[src/sdw_pkg.sv]
// constants, register map and state type of the extended dma sector write block
package sdw_pkg;

    ////////////////////////////////////////////////////////////////////////////////
    // apb register byte offsets, one aligned word each
    localparam int ADDR_W = 8;
    localparam logic [7:0] A_FEATURE = 8'h00;
    localparam logic [7:0] A_SECT_CNT = 8'h04;
    localparam logic [7:0] A_SECT_NUM = 8'h08;
    localparam logic [7:0] A_CYL_LOW = 8'h0c;
    localparam logic [7:0] A_CYL_HIGH = 8'h10;
    localparam logic [7:0] A_DEV_HEAD = 8'h14;
    localparam logic [7:0] A_CMD_STAT = 8'h18;
    localparam logic [7:0] A_ERROR = 8'h1c;
    localparam logic [7:0] A_DEV_CTL = 8'h20;
    localparam logic [7:0] A_IRQ_STAT = 8'h24;
    localparam logic [7:0] A_IRQ_MASK = 8'h28;

    ////////////////////////////////////////////////////////////////////////////////
    // command codes
    localparam logic [7:0] CMD_WRITE_DMA_EXT = 8'h35;

    // status register bit positions
    localparam int ST_BSY = 7;
    localparam int ST_RDY = 6;
    localparam int ST_DSC = 4;
    localparam int ST_DRQ = 3;
    localparam int ST_ERR = 0;

    // error register bit positions
    localparam int ER_CRC = 7;
    localparam int ER_IDN = 4;
    localparam int ER_ABT = 2;

    // device control: high-order byte selector
    localparam int DC_HOB = 7;

    // interrupt status and mask layout
    localparam int IRQ_W = 2;
    localparam int IRQ_DONE = 0;
    localparam int IRQ_FAIL = 1;

    ////////////////////////////////////////////////////////////////////////////////
    // reset values and counts
    localparam logic [7:0] ERROR_RST = 8'h00;
    localparam logic [7:0] BYTE_RST = 8'h00;
    localparam logic [IRQ_W-1:0] IRQ_RST = 2'h0;
    localparam logic [16:0] CNT_ZERO_SECTORS = 17'h10000;
    localparam int SECTOR_WORDS_DFLT = 256;

    // command sequencer states
    typedef enum logic [1:0] {
        SDW_IDLE,
        SDW_XFER,
        SDW_COMMIT,
        SDW_DONE
    } sdw_state_t;

endpackage : sdw_pkg

[src/sdw_byte_pair.sv]
// current/previous byte pair of one task-file register
module sdw_byte_pair (
    // clock and reset
    input wire logic pclk,
    input wire logic presetn,
    // host byte write: old current moves to previous
    input wire logic push,
    input wire logic [7:0] push_byte,
    // device load of both bytes
    input wire logic load,
    input wire logic [15:0] load_val,
    // read side
    input wire logic hob,
    output logic [15:0] value,
    output logic [7:0] rd_byte
);

    ////////////////////////////////////////////////////////////////////////////////
    logic [7:0] cur_r;
    logic [7:0] prev_r;

    // device load wins; host pushes are locked out while busy anyway
    always_ff @(posedge pclk or negedge presetn) begin
        if (!presetn) begin
            cur_r <= sdw_pkg::BYTE_RST;
            prev_r <= sdw_pkg::BYTE_RST;
        end else if (load) begin
            cur_r <= load_val[7:0];
            prev_r <= load_val[15:8];
        end else if (push) begin
            prev_r <= cur_r;
            cur_r <= push_byte;
        end
    end

    // pair value and selector-picked byte
    assign value = {prev_r, cur_r};
    assign rd_byte = hob ? prev_r : cur_r;

endmodule : sdw_byte_pair

[src/sdw_write_dma_ext.sv]
// task-file command interpreter for the extended dma sector write
module sdw_write_dma_ext #(
    parameter int SECTOR_WORDS = sdw_pkg::SECTOR_WORDS_DFLT
) (
    // clock and reset
    input wire logic pclk,
    input wire logic presetn,
    // apb slave
    input wire logic psel,
    input wire logic penable,
    input wire logic pwrite,
    input wire logic [sdw_pkg::ADDR_W-1:0] paddr,
    input wire logic [31:0] pwdata,
    output logic [31:0] prdata,
    output logic pready,
    output logic pslverr,
    // slave dma channel
    output logic dmarq,
    input wire logic dmack,
    input wire logic [15:0] dma_wdata,
    input wire logic link_crc_err,
    // media write port
    output logic med_wvalid,
    output logic [15:0] med_wdata,
    output logic med_req,
    output logic [47:0] med_lba,
    input wire logic med_done,
    input wire logic med_fail,
    // interrupt
    output logic irq
);

    localparam int WCNT_W = $clog2(SECTOR_WORDS);
    localparam logic [WCNT_W-1:0] LAST_WORD = WCNT_W'(SECTOR_WORDS - 1);

    ////////////////////////////////////////////////////////////////////////////////
    // state
    sdw_pkg::sdw_state_t state_r;
    sdw_pkg::sdw_state_t state_nxt;
    logic [16:0] remain_r;
    logic [47:0] cur_lba_r;
    logic [WCNT_W-1:0] word_cnt_r;
    logic bsy_r;
    logic ready_r;
    logic err_r;
    logic [7:0] error_r;
    logic hob_r;
    logic [sdw_pkg::IRQ_W-1:0] irq_stat_r;
    logic [sdw_pkg::IRQ_W-1:0] irq_mask_r;
    logic fail_load_r;
    logic [47:0] fail_lba_r;
    logic med_wvalid_r;
    logic [15:0] med_wdata_r;

    ////////////////////////////////////////////////////////////////////////////////
    // apb decode; zero wait states, so every access ends in its first access cycle
    wire apb_acc = psel && penable;
    wire apb_wr = apb_acc && pwrite;
    wire hit_feat = (paddr == sdw_pkg::A_FEATURE);
    wire hit_cnt = (paddr == sdw_pkg::A_SECT_CNT);
    wire hit_sn = (paddr == sdw_pkg::A_SECT_NUM);
    wire hit_cl = (paddr == sdw_pkg::A_CYL_LOW);
    wire hit_ch = (paddr == sdw_pkg::A_CYL_HIGH);
    wire hit_dh = (paddr == sdw_pkg::A_DEV_HEAD);
    wire hit_cmd = (paddr == sdw_pkg::A_CMD_STAT);
    wire hit_err = (paddr == sdw_pkg::A_ERROR);
    wire hit_dc = (paddr == sdw_pkg::A_DEV_CTL);
    wire hit_is = (paddr == sdw_pkg::A_IRQ_STAT);
    wire hit_im = (paddr == sdw_pkg::A_IRQ_MASK);
    wire hit_any = hit_feat | hit_cnt | hit_sn | hit_cl | hit_ch | hit_dh | hit_cmd
                   | hit_err | hit_dc | hit_is | hit_im;

    // task-file writes are ignored while busy so a running command keeps its inputs
    wire tf_wr_ok = apb_wr && !bsy_r;
    wire push_cnt = tf_wr_ok && hit_cnt;
    wire push_sn = tf_wr_ok && hit_sn;
    wire push_cl = tf_wr_ok && hit_cl;
    wire push_ch = tf_wr_ok && hit_ch;
    wire [7:0] wr_byte = pwdata[7:0];

    // command issue: any code starts busy; only the one code runs a transfer
    wire cmd_wr = tf_wr_ok && hit_cmd;
    wire cmd_known = (wr_byte == sdw_pkg::CMD_WRITE_DMA_EXT);

    ////////////////////////////////////////////////////////////////////////////////
    // task-file byte pairs
    wire [15:0] cnt_val;
    wire [15:0] sn_val;
    wire [15:0] cl_val;
    wire [15:0] ch_val;
    wire [7:0] cnt_rd;
    wire [7:0] sn_rd;
    wire [7:0] cl_rd;
    wire [7:0] ch_rd;

    // sector count pair: current 7:0, previous 15:8
    sdw_byte_pair u_cnt (
        .pclk(pclk),
        .presetn(presetn),
        .push(push_cnt),
        .push_byte(wr_byte),
        .load(1'b0),
        .load_val(16'h0000),
        .hob(hob_r),
        .value(cnt_val),
        .rd_byte(cnt_rd)
    );

    // lba 7:0 and 31:24
    sdw_byte_pair u_sn (
        .pclk(pclk),
        .presetn(presetn),
        .push(push_sn),
        .push_byte(wr_byte),
        .load(fail_load_r),
        .load_val({fail_lba_r[31:24], fail_lba_r[7:0]}),
        .hob(hob_r),
        .value(sn_val),
        .rd_byte(sn_rd)
    );

    // lba 15:8 and 39:32
    sdw_byte_pair u_cl (
        .pclk(pclk),
        .presetn(presetn),
        .push(push_cl),
        .push_byte(wr_byte),
        .load(fail_load_r),
        .load_val({fail_lba_r[39:32], fail_lba_r[15:8]}),
        .hob(hob_r),
        .value(cl_val),
        .rd_byte(cl_rd)
    );

    // lba 23:16 and 47:40
    sdw_byte_pair u_ch (
        .pclk(pclk),
        .presetn(presetn),
        .push(push_ch),
        .push_byte(wr_byte),
        .load(fail_load_r),
        .load_val({fail_lba_r[47:40], fail_lba_r[23:16]}),
        .hob(hob_r),
        .value(ch_val),
        .rd_byte(ch_rd)
    );

    // start lba assembled from the pair lanes
    wire [47:0] start_lba = {ch_val[15:8], cl_val[15:8], sn_val[15:8],
                             ch_val[7:0], cl_val[7:0], sn_val[7:0]};

    // zero count stands for the full 16-bit range
    wire [16:0] start_cnt = (cnt_val == 16'h0000) ? sdw_pkg::CNT_ZERO_SECTORS
                                                  : {1'b0, cnt_val};

    ////////////////////////////////////////////////////////////////////////////////
    // transfer conditions
    wire word_take = dmarq && dmack;
    wire last_word = (word_cnt_r == LAST_WORD);
    wire sector_end = word_take && last_word;
    wire last_sector = (remain_r == 17'h00001);
    wire xfer_crc = (state_r == sdw_pkg::SDW_XFER) && link_crc_err;
    wire commit_ok = (state_r == sdw_pkg::SDW_COMMIT) && med_done && !med_fail;
    wire commit_bad = (state_r == sdw_pkg::SDW_COMMIT) && med_done && med_fail;
    wire finish = (state_r == sdw_pkg::SDW_DONE);
    wire fail_evt = commit_bad || xfer_crc;

    // dma request only while a sector is being received
    assign dmarq = (state_r == sdw_pkg::SDW_XFER) && !link_crc_err;

    // sequencer next state
    always_comb begin
        state_nxt = state_r;
        case (state_r)
            sdw_pkg::SDW_IDLE: begin
                if (cmd_wr) begin
                    state_nxt = cmd_known ? sdw_pkg::SDW_XFER : sdw_pkg::SDW_DONE;
                end
            end
            sdw_pkg::SDW_XFER: begin
                if (xfer_crc) begin
                    state_nxt = sdw_pkg::SDW_DONE;
                end else if (sector_end) begin
                    state_nxt = sdw_pkg::SDW_COMMIT;
                end
            end
            sdw_pkg::SDW_COMMIT: begin
                if (commit_bad) begin
                    state_nxt = sdw_pkg::SDW_DONE;
                end else if (commit_ok) begin
                    state_nxt = last_sector ? sdw_pkg::SDW_DONE : sdw_pkg::SDW_XFER;
                end
            end
            sdw_pkg::SDW_DONE: begin
                state_nxt = sdw_pkg::SDW_IDLE;
            end
            default: begin
                state_nxt = sdw_pkg::SDW_IDLE;
            end
        endcase
    end

    // state register
    always_ff @(posedge pclk or negedge presetn) begin
        if (!presetn) begin
            state_r <= sdw_pkg::SDW_IDLE;
        end else begin
            state_r <= state_nxt;
        end
    end

    ////////////////////////////////////////////////////////////////////////////////
    // sector and word bookkeeping
    always_ff @(posedge pclk or negedge presetn) begin
        if (!presetn) begin
            remain_r <= 17'h00000;
            cur_lba_r <= 48'h000000000000;
        end else if (cmd_wr && cmd_known) begin
            remain_r <= start_cnt;
            cur_lba_r <= start_lba;
        end else if (commit_ok && !last_sector) begin
            remain_r <= remain_r - 17'h00001;
            cur_lba_r <= cur_lba_r + 48'h000000000001;
        end
    end

    // word counter restarts at every sector boundary
    always_ff @(posedge pclk or negedge presetn) begin
        if (!presetn) begin
            word_cnt_r <= '0;
        end else if (cmd_wr || sector_end) begin
            word_cnt_r <= '0;
        end else if (word_take) begin
            word_cnt_r <= word_cnt_r + WCNT_W'(1);
        end
    end

    // each taken word goes straight to the media path, no buffering
    always_ff @(posedge pclk or negedge presetn) begin
        if (!presetn) begin
            med_wvalid_r <= 1'b0;
            med_wdata_r <= 16'h0000;
        end else begin
            med_wvalid_r <= word_take;
            if (word_take) begin
                med_wdata_r <= dma_wdata;
            end
        end
    end

    assign med_wvalid = med_wvalid_r;
    assign med_wdata = med_wdata_r;
    // commit request holds until the media answers
    assign med_req = (state_r == sdw_pkg::SDW_COMMIT);
    assign med_lba = cur_lba_r;

    ////////////////////////////////////////////////////////////////////////////////
    // failing lba is captured then loaded into the pairs one cycle later
    always_ff @(posedge pclk or negedge presetn) begin
        if (!presetn) begin
            fail_load_r <= 1'b0;
            fail_lba_r <= 48'h000000000000;
        end else begin
            fail_load_r <= fail_evt;
            if (fail_evt) begin
                fail_lba_r <= cur_lba_r;
            end
        end
    end

    // busy, ready/seek-complete and error status
    always_ff @(posedge pclk or negedge presetn) begin
        if (!presetn) begin
            bsy_r <= 1'b0;
            ready_r <= 1'b1;
            err_r <= 1'b0;
            error_r <= sdw_pkg::ERROR_RST;
        end else if (cmd_wr) begin
            bsy_r <= 1'b1;
            ready_r <= 1'b0;
            err_r <= !cmd_known;
            error_r <= cmd_known ? 8'h00 : (8'h01 << sdw_pkg::ER_ABT);
        end else begin
            if (finish) begin
                bsy_r <= 1'b0;
                ready_r <= 1'b1;
            end
            if (commit_bad) begin
                err_r <= 1'b1;
                error_r[sdw_pkg::ER_IDN] <= 1'b1;
            end
            if (xfer_crc) begin
                err_r <= 1'b1;
                error_r[sdw_pkg::ER_CRC] <= 1'b1;
            end
        end
    end

    // status byte; unused bits read zero
    wire [7:0] status_byte = {bsy_r, ready_r, 1'b0, ready_r, dmarq, 2'b00, err_r};

    ////////////////////////////////////////////////////////////////////////////////
    // device control, interrupt status and mask
    always_ff @(posedge pclk or negedge presetn) begin
        if (!presetn) begin
            hob_r <= 1'b0;
            irq_mask_r <= sdw_pkg::IRQ_RST;
        end else begin
            if (apb_wr && hit_dc) begin
                hob_r <= pwdata[sdw_pkg::DC_HOB];
            end
            if (apb_wr && hit_im) begin
                irq_mask_r <= pwdata[sdw_pkg::IRQ_W-1:0];
            end
        end
    end

    // events set once per command at the done state; set beats a same-cycle clear
    wire [sdw_pkg::IRQ_W-1:0] irq_set = {finish && err_r, finish};
    wire [sdw_pkg::IRQ_W-1:0] irq_clr = (apb_wr && hit_is) ? pwdata[sdw_pkg::IRQ_W-1:0]
                                                           : '0;

    always_ff @(posedge pclk or negedge presetn) begin
        if (!presetn) begin
            irq_stat_r <= sdw_pkg::IRQ_RST;
        end else begin
            irq_stat_r <= (irq_stat_r & ~irq_clr) | irq_set;
        end
    end

    assign irq = |(irq_stat_r & irq_mask_r);

    ////////////////////////////////////////////////////////////////////////////////
    // apb read mux
    wire [7:0] rd_byte = hit_cnt ? cnt_rd :
                         hit_sn ? sn_rd :
                         hit_cl ? cl_rd :
                         hit_ch ? ch_rd :
                         hit_cmd ? status_byte :
                         hit_err ? error_r :
                         hit_dc ? {hob_r, 7'h00} :
                         8'h00;
    wire [31:0] rd_word = hit_is ? {30'h00000000, irq_stat_r} :
                          hit_im ? {30'h00000000, irq_mask_r} :
                          {24'h000000, rd_byte};

    assign prdata = (psel && !pwrite && hit_any) ? rd_word : 32'h00000000;
    assign pready = 1'b1;
    // unmapped addresses fail; device/head and feature read zero, writes dropped
    assign pslverr = apb_acc && !hit_any;

endmodule : sdw_write_dma_ext

[config.mk]
export PLATFORM = sky130hd
export DESIGN_NAME = sdw_write_dma_ext
export DESIGN_NICKNAME = d
export VERILOG_FILES = /design/src/sdw_pkg.sv /design/src/sdw_byte_pair.sv /design/src/sdw_write_dma_ext.sv
export SDC_FILE = /design/constraint.sdc
export NUM_CORES = 1
export LEC_CHECK = 0
export ABC_AREA = 0
export BUFFER_PORTS_ARGS = -buffer_cell sky130_fd_sc_hd__buf_2
export CAP_MARGIN = 40
export CORE_MARGIN = 8
export CORE_UTILIZATION = 59
export CTS_BUF_LIST = sky130_fd_sc_hd__clkbuf_2 sky130_fd_sc_hd__clkbuf_4 sky130_fd_sc_hd__clkbuf_8
export DETAILED_ROUTE_END_ITERATION = 7
export GPL_TIMING_DRIVEN = 0
export PLACE_DENSITY_LB_ADDON = 0.1
export SLEW_MARGIN = 20
export SYNTH_ARGS = -nofsm -noshare
export SYNTH_HDL_FRONTEND = slang
export SYNTH_SLANG_ARGS = --single-unit
[constraint.sdc]
create_clock -name pclk -period 2.97 [get_ports pclk]
set_input_delay 0.1485 -clock pclk [delete_from_list [all_inputs] [get_ports pclk]]
set_output_delay 0.1485 -clock pclk [all_outputs]
set_load 0.03 [all_outputs]
==> summary.txt <==
Floorplan
  • FP Rows: 50
  • Top Ports: 167
  • Die area: 23,500 um^2
  • Core area: 18,580 um^2
  • Die height: 153.3 um
  • Die X: 153.3 um
  • Initial core utilization: 59.86%

Clock tree
  • CTS Buf Count: 38
  • # Post-CTS Setup Buffers: 0
  • Clock root cell: clkbuf_8
  • Worst-skew pair later-pin latency: 0.55 ns
  • CTS tree: yes
  • Clk pin slew, worst setup/hold paths: 0.06 ns
  • Sink Count: 216
  • H-Tree Depth: 2
  • Clk buf depth: 3

Power
  • Clock power frac: 39.1%
  • Combinational Power Share: 17.4%
  • Cell Int Power: 0.005209 W
  • Maximum vdd drop: 467.3 uV
  • PwrDens: 568.2 nW/um^2
  • Leak: 6.377 nW
  • P_sw: 0.002301 W
  • Sequential share of power: 43.6%
  • Power Total: 0.007509 W
  • Switching Share: 30.64%

Finish
  • Commonest non-fill, non-tap cell in the layout: dfrtp_1
  • FF/Latch Area: 5408 um^2
  • Multi-input logic area: 5313 um^2
  • Nets@finish: 1,376
  • Cell Count, Final, Fillers Out: 1,570
  • Fill count: 1,452
  • Synth-to-Final Area Change: 18.83%
  • Commonest non-fill, non-tap cells in the layout: dfrtp_1 (214), nand2_1 (175), buf_2 (122)
  • Post-route cell area: 13,220 um^2
  • Share of cells above drive strength 1: 25.45%
  • Antenna cells: 0

Placement
  • DP Cell Count: 1,478
  • PortBufs: 115
  • Area post-placement: 12,140 um^2
  • GPL Wtd Cong: 0.9218
  • HPWL Detailed: 22.88 mm

STA
  • Min Tclk post-route: 2.809 ns
  • Slew HR: 43.02%
  • Clock skew: 0.03325 ns
  • Fin. Hold Viols: 0
  • Worst-Margin Slew: 0.8483 ns
  • Final setup fails: 0
  • Setup TNS Final: 0 ns
  • Highest clock rate: 0.3560 GHz
  • Final period util: 94.58%
  • Hold_ws: 0.03476 ns
  • RSZ-0062 raised after global routing: false
  • Fin. max-slew vios: 0

Synthesis
  • Netlist cell types: 73
  • Top_reg_cell synth: dfrtp_1
  • Syn Area/Cell: 10.07 um^2
  • Register area share after synthesis: 48.61%
  • Cell Area, Synth: 11,120 um^2
  • Yosys warnings: 0
  • Mapped Cells: 1,104
  • Ys async rst share: 100.0%
  • EDFF count, synth: 0
  • Flip-flop and latch count after synthesis: 216

Global routing
  • Initial antenna violation count: 0
  • Largest net degree at the start of global routing: 100
  • Vias in the first global route: 9,085
  • GRT Total Usage: 27.03%
  • Total congestion overflow: 0
  • First-pass GRT wire length: 50.32 mm

Detailed routing
  • DR DRC count: 0
  • DR vias: 9,119
  • Routed wire length: 31.71 mm
  • Initial drt markers: 741
  • Routed WL per cell: 20.20 um
  • Vias per inst: 5.808
  • Post-route antenna net violation count: 0
  • 1st-pass router iterations: 5

Worst setup path
  • CP cell instances: nor2_1, nand3_1, or2_2, clkbuf_1, clkbuf_1, nor2_1, a21oi_1
  • R2r setup slk: 0.16 ns
  • Crit Path Class: reg -> reg
  • Buffers and inverters on the worst path: 2
  • Worst EP arrival: 3.19 ns
  • WP data required: 3.35 ns
  • CP top delay family: simple AND/OR/NAND/NOR gates
  • Critical Path Source Type: register
  • Worst path max stage delay: 0.54 ns
  • Critical Path Slowest Stage Cell: nor2_1
  • CP max FO: 10
  • CP endpoint kind: register

Run status
  • Outcome: finished clean

Min path
  • Hold Path Class: in -> reg

Job
  • Max_cap viols: 0
-- timing repair --
item	4_1_cts	5_1_grt
hold buffers	23	0
setup endpoints to repair	7	5
resized for setup	2	4
hold endpoints to repair	143	0
-- flip-flops by register name, summed over array words and instances, names as in the netlist, 3 cells and up --
signal	count
u_cl.cur_r	8
remain_r	17
u_sn.cur_r	8
error_r	3
med_lba	48
med_wdata	16
u_cl.prev_r	8
word_cnt_r	8
u_cnt.cur_r	8
u_ch.cur_r	8
fail_lba_r	48
u_sn.prev_r	8
u_ch.prev_r	8
u_cnt.prev_r	8
-- cell families (layout without fill, tap and decap cells) --
| logic type | count (synthesis) | in the layout | synth area share [%] |
|---|---|---|---|
| mux | 152 | 152 | 14.77 |
| fa+ha+maj | 4 | 4 | 0.4500 |
| buf+inv | 91 | 300 | 4.444 |
| compound gates | 168 | 168 | 8.246 |
| other cells | 2 | 25 | 0.06752 |
| xor+xnor | 66 | 66 | 5.197 |
| flops | 216 | 216 | 48.61 |
| simple gates | 405 | 405 | 18.21 |
-- power by group through the flow --
stage	logic, W	clock network [W]	registers [W]
after floorplan	0.000608	0	0.00351
after global placement	0.00125	0	0.00331
after detailed placement	0.00127	0	0.00331
after CTS	0.00130	0.00296	0.00327
after global routing	0.00141	0.00309	0.00329
final	0.00130	0.00294	0.00327
-- Yosys cell counts, drive strengths merged (6+ instances only) --
cell / n / area share (%)
dfrtp: 215 / 48
nand2: 176 / 6.0
o21ai: 95 / 4.3
nor2: 83 / 3.3
mux2: 77 / 7.8
mux2i: 73 / 6.6
a21oi: 46 / 2.1
clkbuf: 41 / 1.5
buf: 39 / 2.6
xnor2: 38 / 3.0
nand4: 29 / 1.7
xor2: 28 / 2.2
nand3: 26 / 1.3
nor3: 19 / 1.0
nor4: 16 / 1.0
inv: 11 / 0.37
and3: 9 / 0.54
nor2b: 7 / 0.53
and2: 6 / 0.34
-- layer usage --
metal	vias to the layer above	track usage (%)	part of all wire, %
met5	-	0	0
met4	0	9.425	2.5
met3	60	4.821	7.1
met2	357	44.22	48
met1	4468	35.62	42
li1	4234	-	-
-- final cells by class --
type	instances	area share (%)
timing repair buffer	141	6.627
clock buffer	63	5.993
clock inverter	6	0.2935
tap	234	2.215
inverter	11	0.3124
buffer	79	3.446
multi-input combinational	820	40.20
sequential	216	40.92
-- path summary, 6_finish.rpt --
path / start / to / cells past startpoint
max: bsy_r$_DFFE_PN0P_ / remain_r[3]$_DFFE_PN0P_ / 7
min: pwdata[2] / u_cnt.cur_r[2]$_DFFE_PN0P_ / 2
max reg2reg: bsy_r$_DFFE_PN0P_ / remain_r[3]$_DFFE_PN0P_ / 7
min reg2reg: med_wdata[12]$_DFFE_PN0P_ / med_wdata[12]$_DFFE_PN0P_ / 2
max in group asynchronous: presetn / ready_r$_DFFE_PN1P_ / 3
min in group asynchronous: presetn / med_wdata[10]$_DFFE_PN0P_ / 2
-- worst reg2reg max path, stage by stage, from the launching register on --
cell      delay [ns]
dfrtp_1         0.46
nor2_1          0.54
nand3_1         0.27
or2_2           0.37
clkbuf_1        0.32
clkbuf_1        0.41
nor2_1          0.24
a21oi_1         0.07
-- through the flow --
| step | util [%] | setup WS [ns] |
|---|---|---|
| after floorplan | - | 0.1579 |
| after global placement | 65.00 | -1.962 |
| after global routing | 71.13 | 0.02117 |
| after detailed placement | 65.35 | 0.1714 |
| after CTS | 71.08 | 0.08725 |
| final | 71.13 | 0.1608 |
Note: power is estimated with default switching activity, not from simulation.
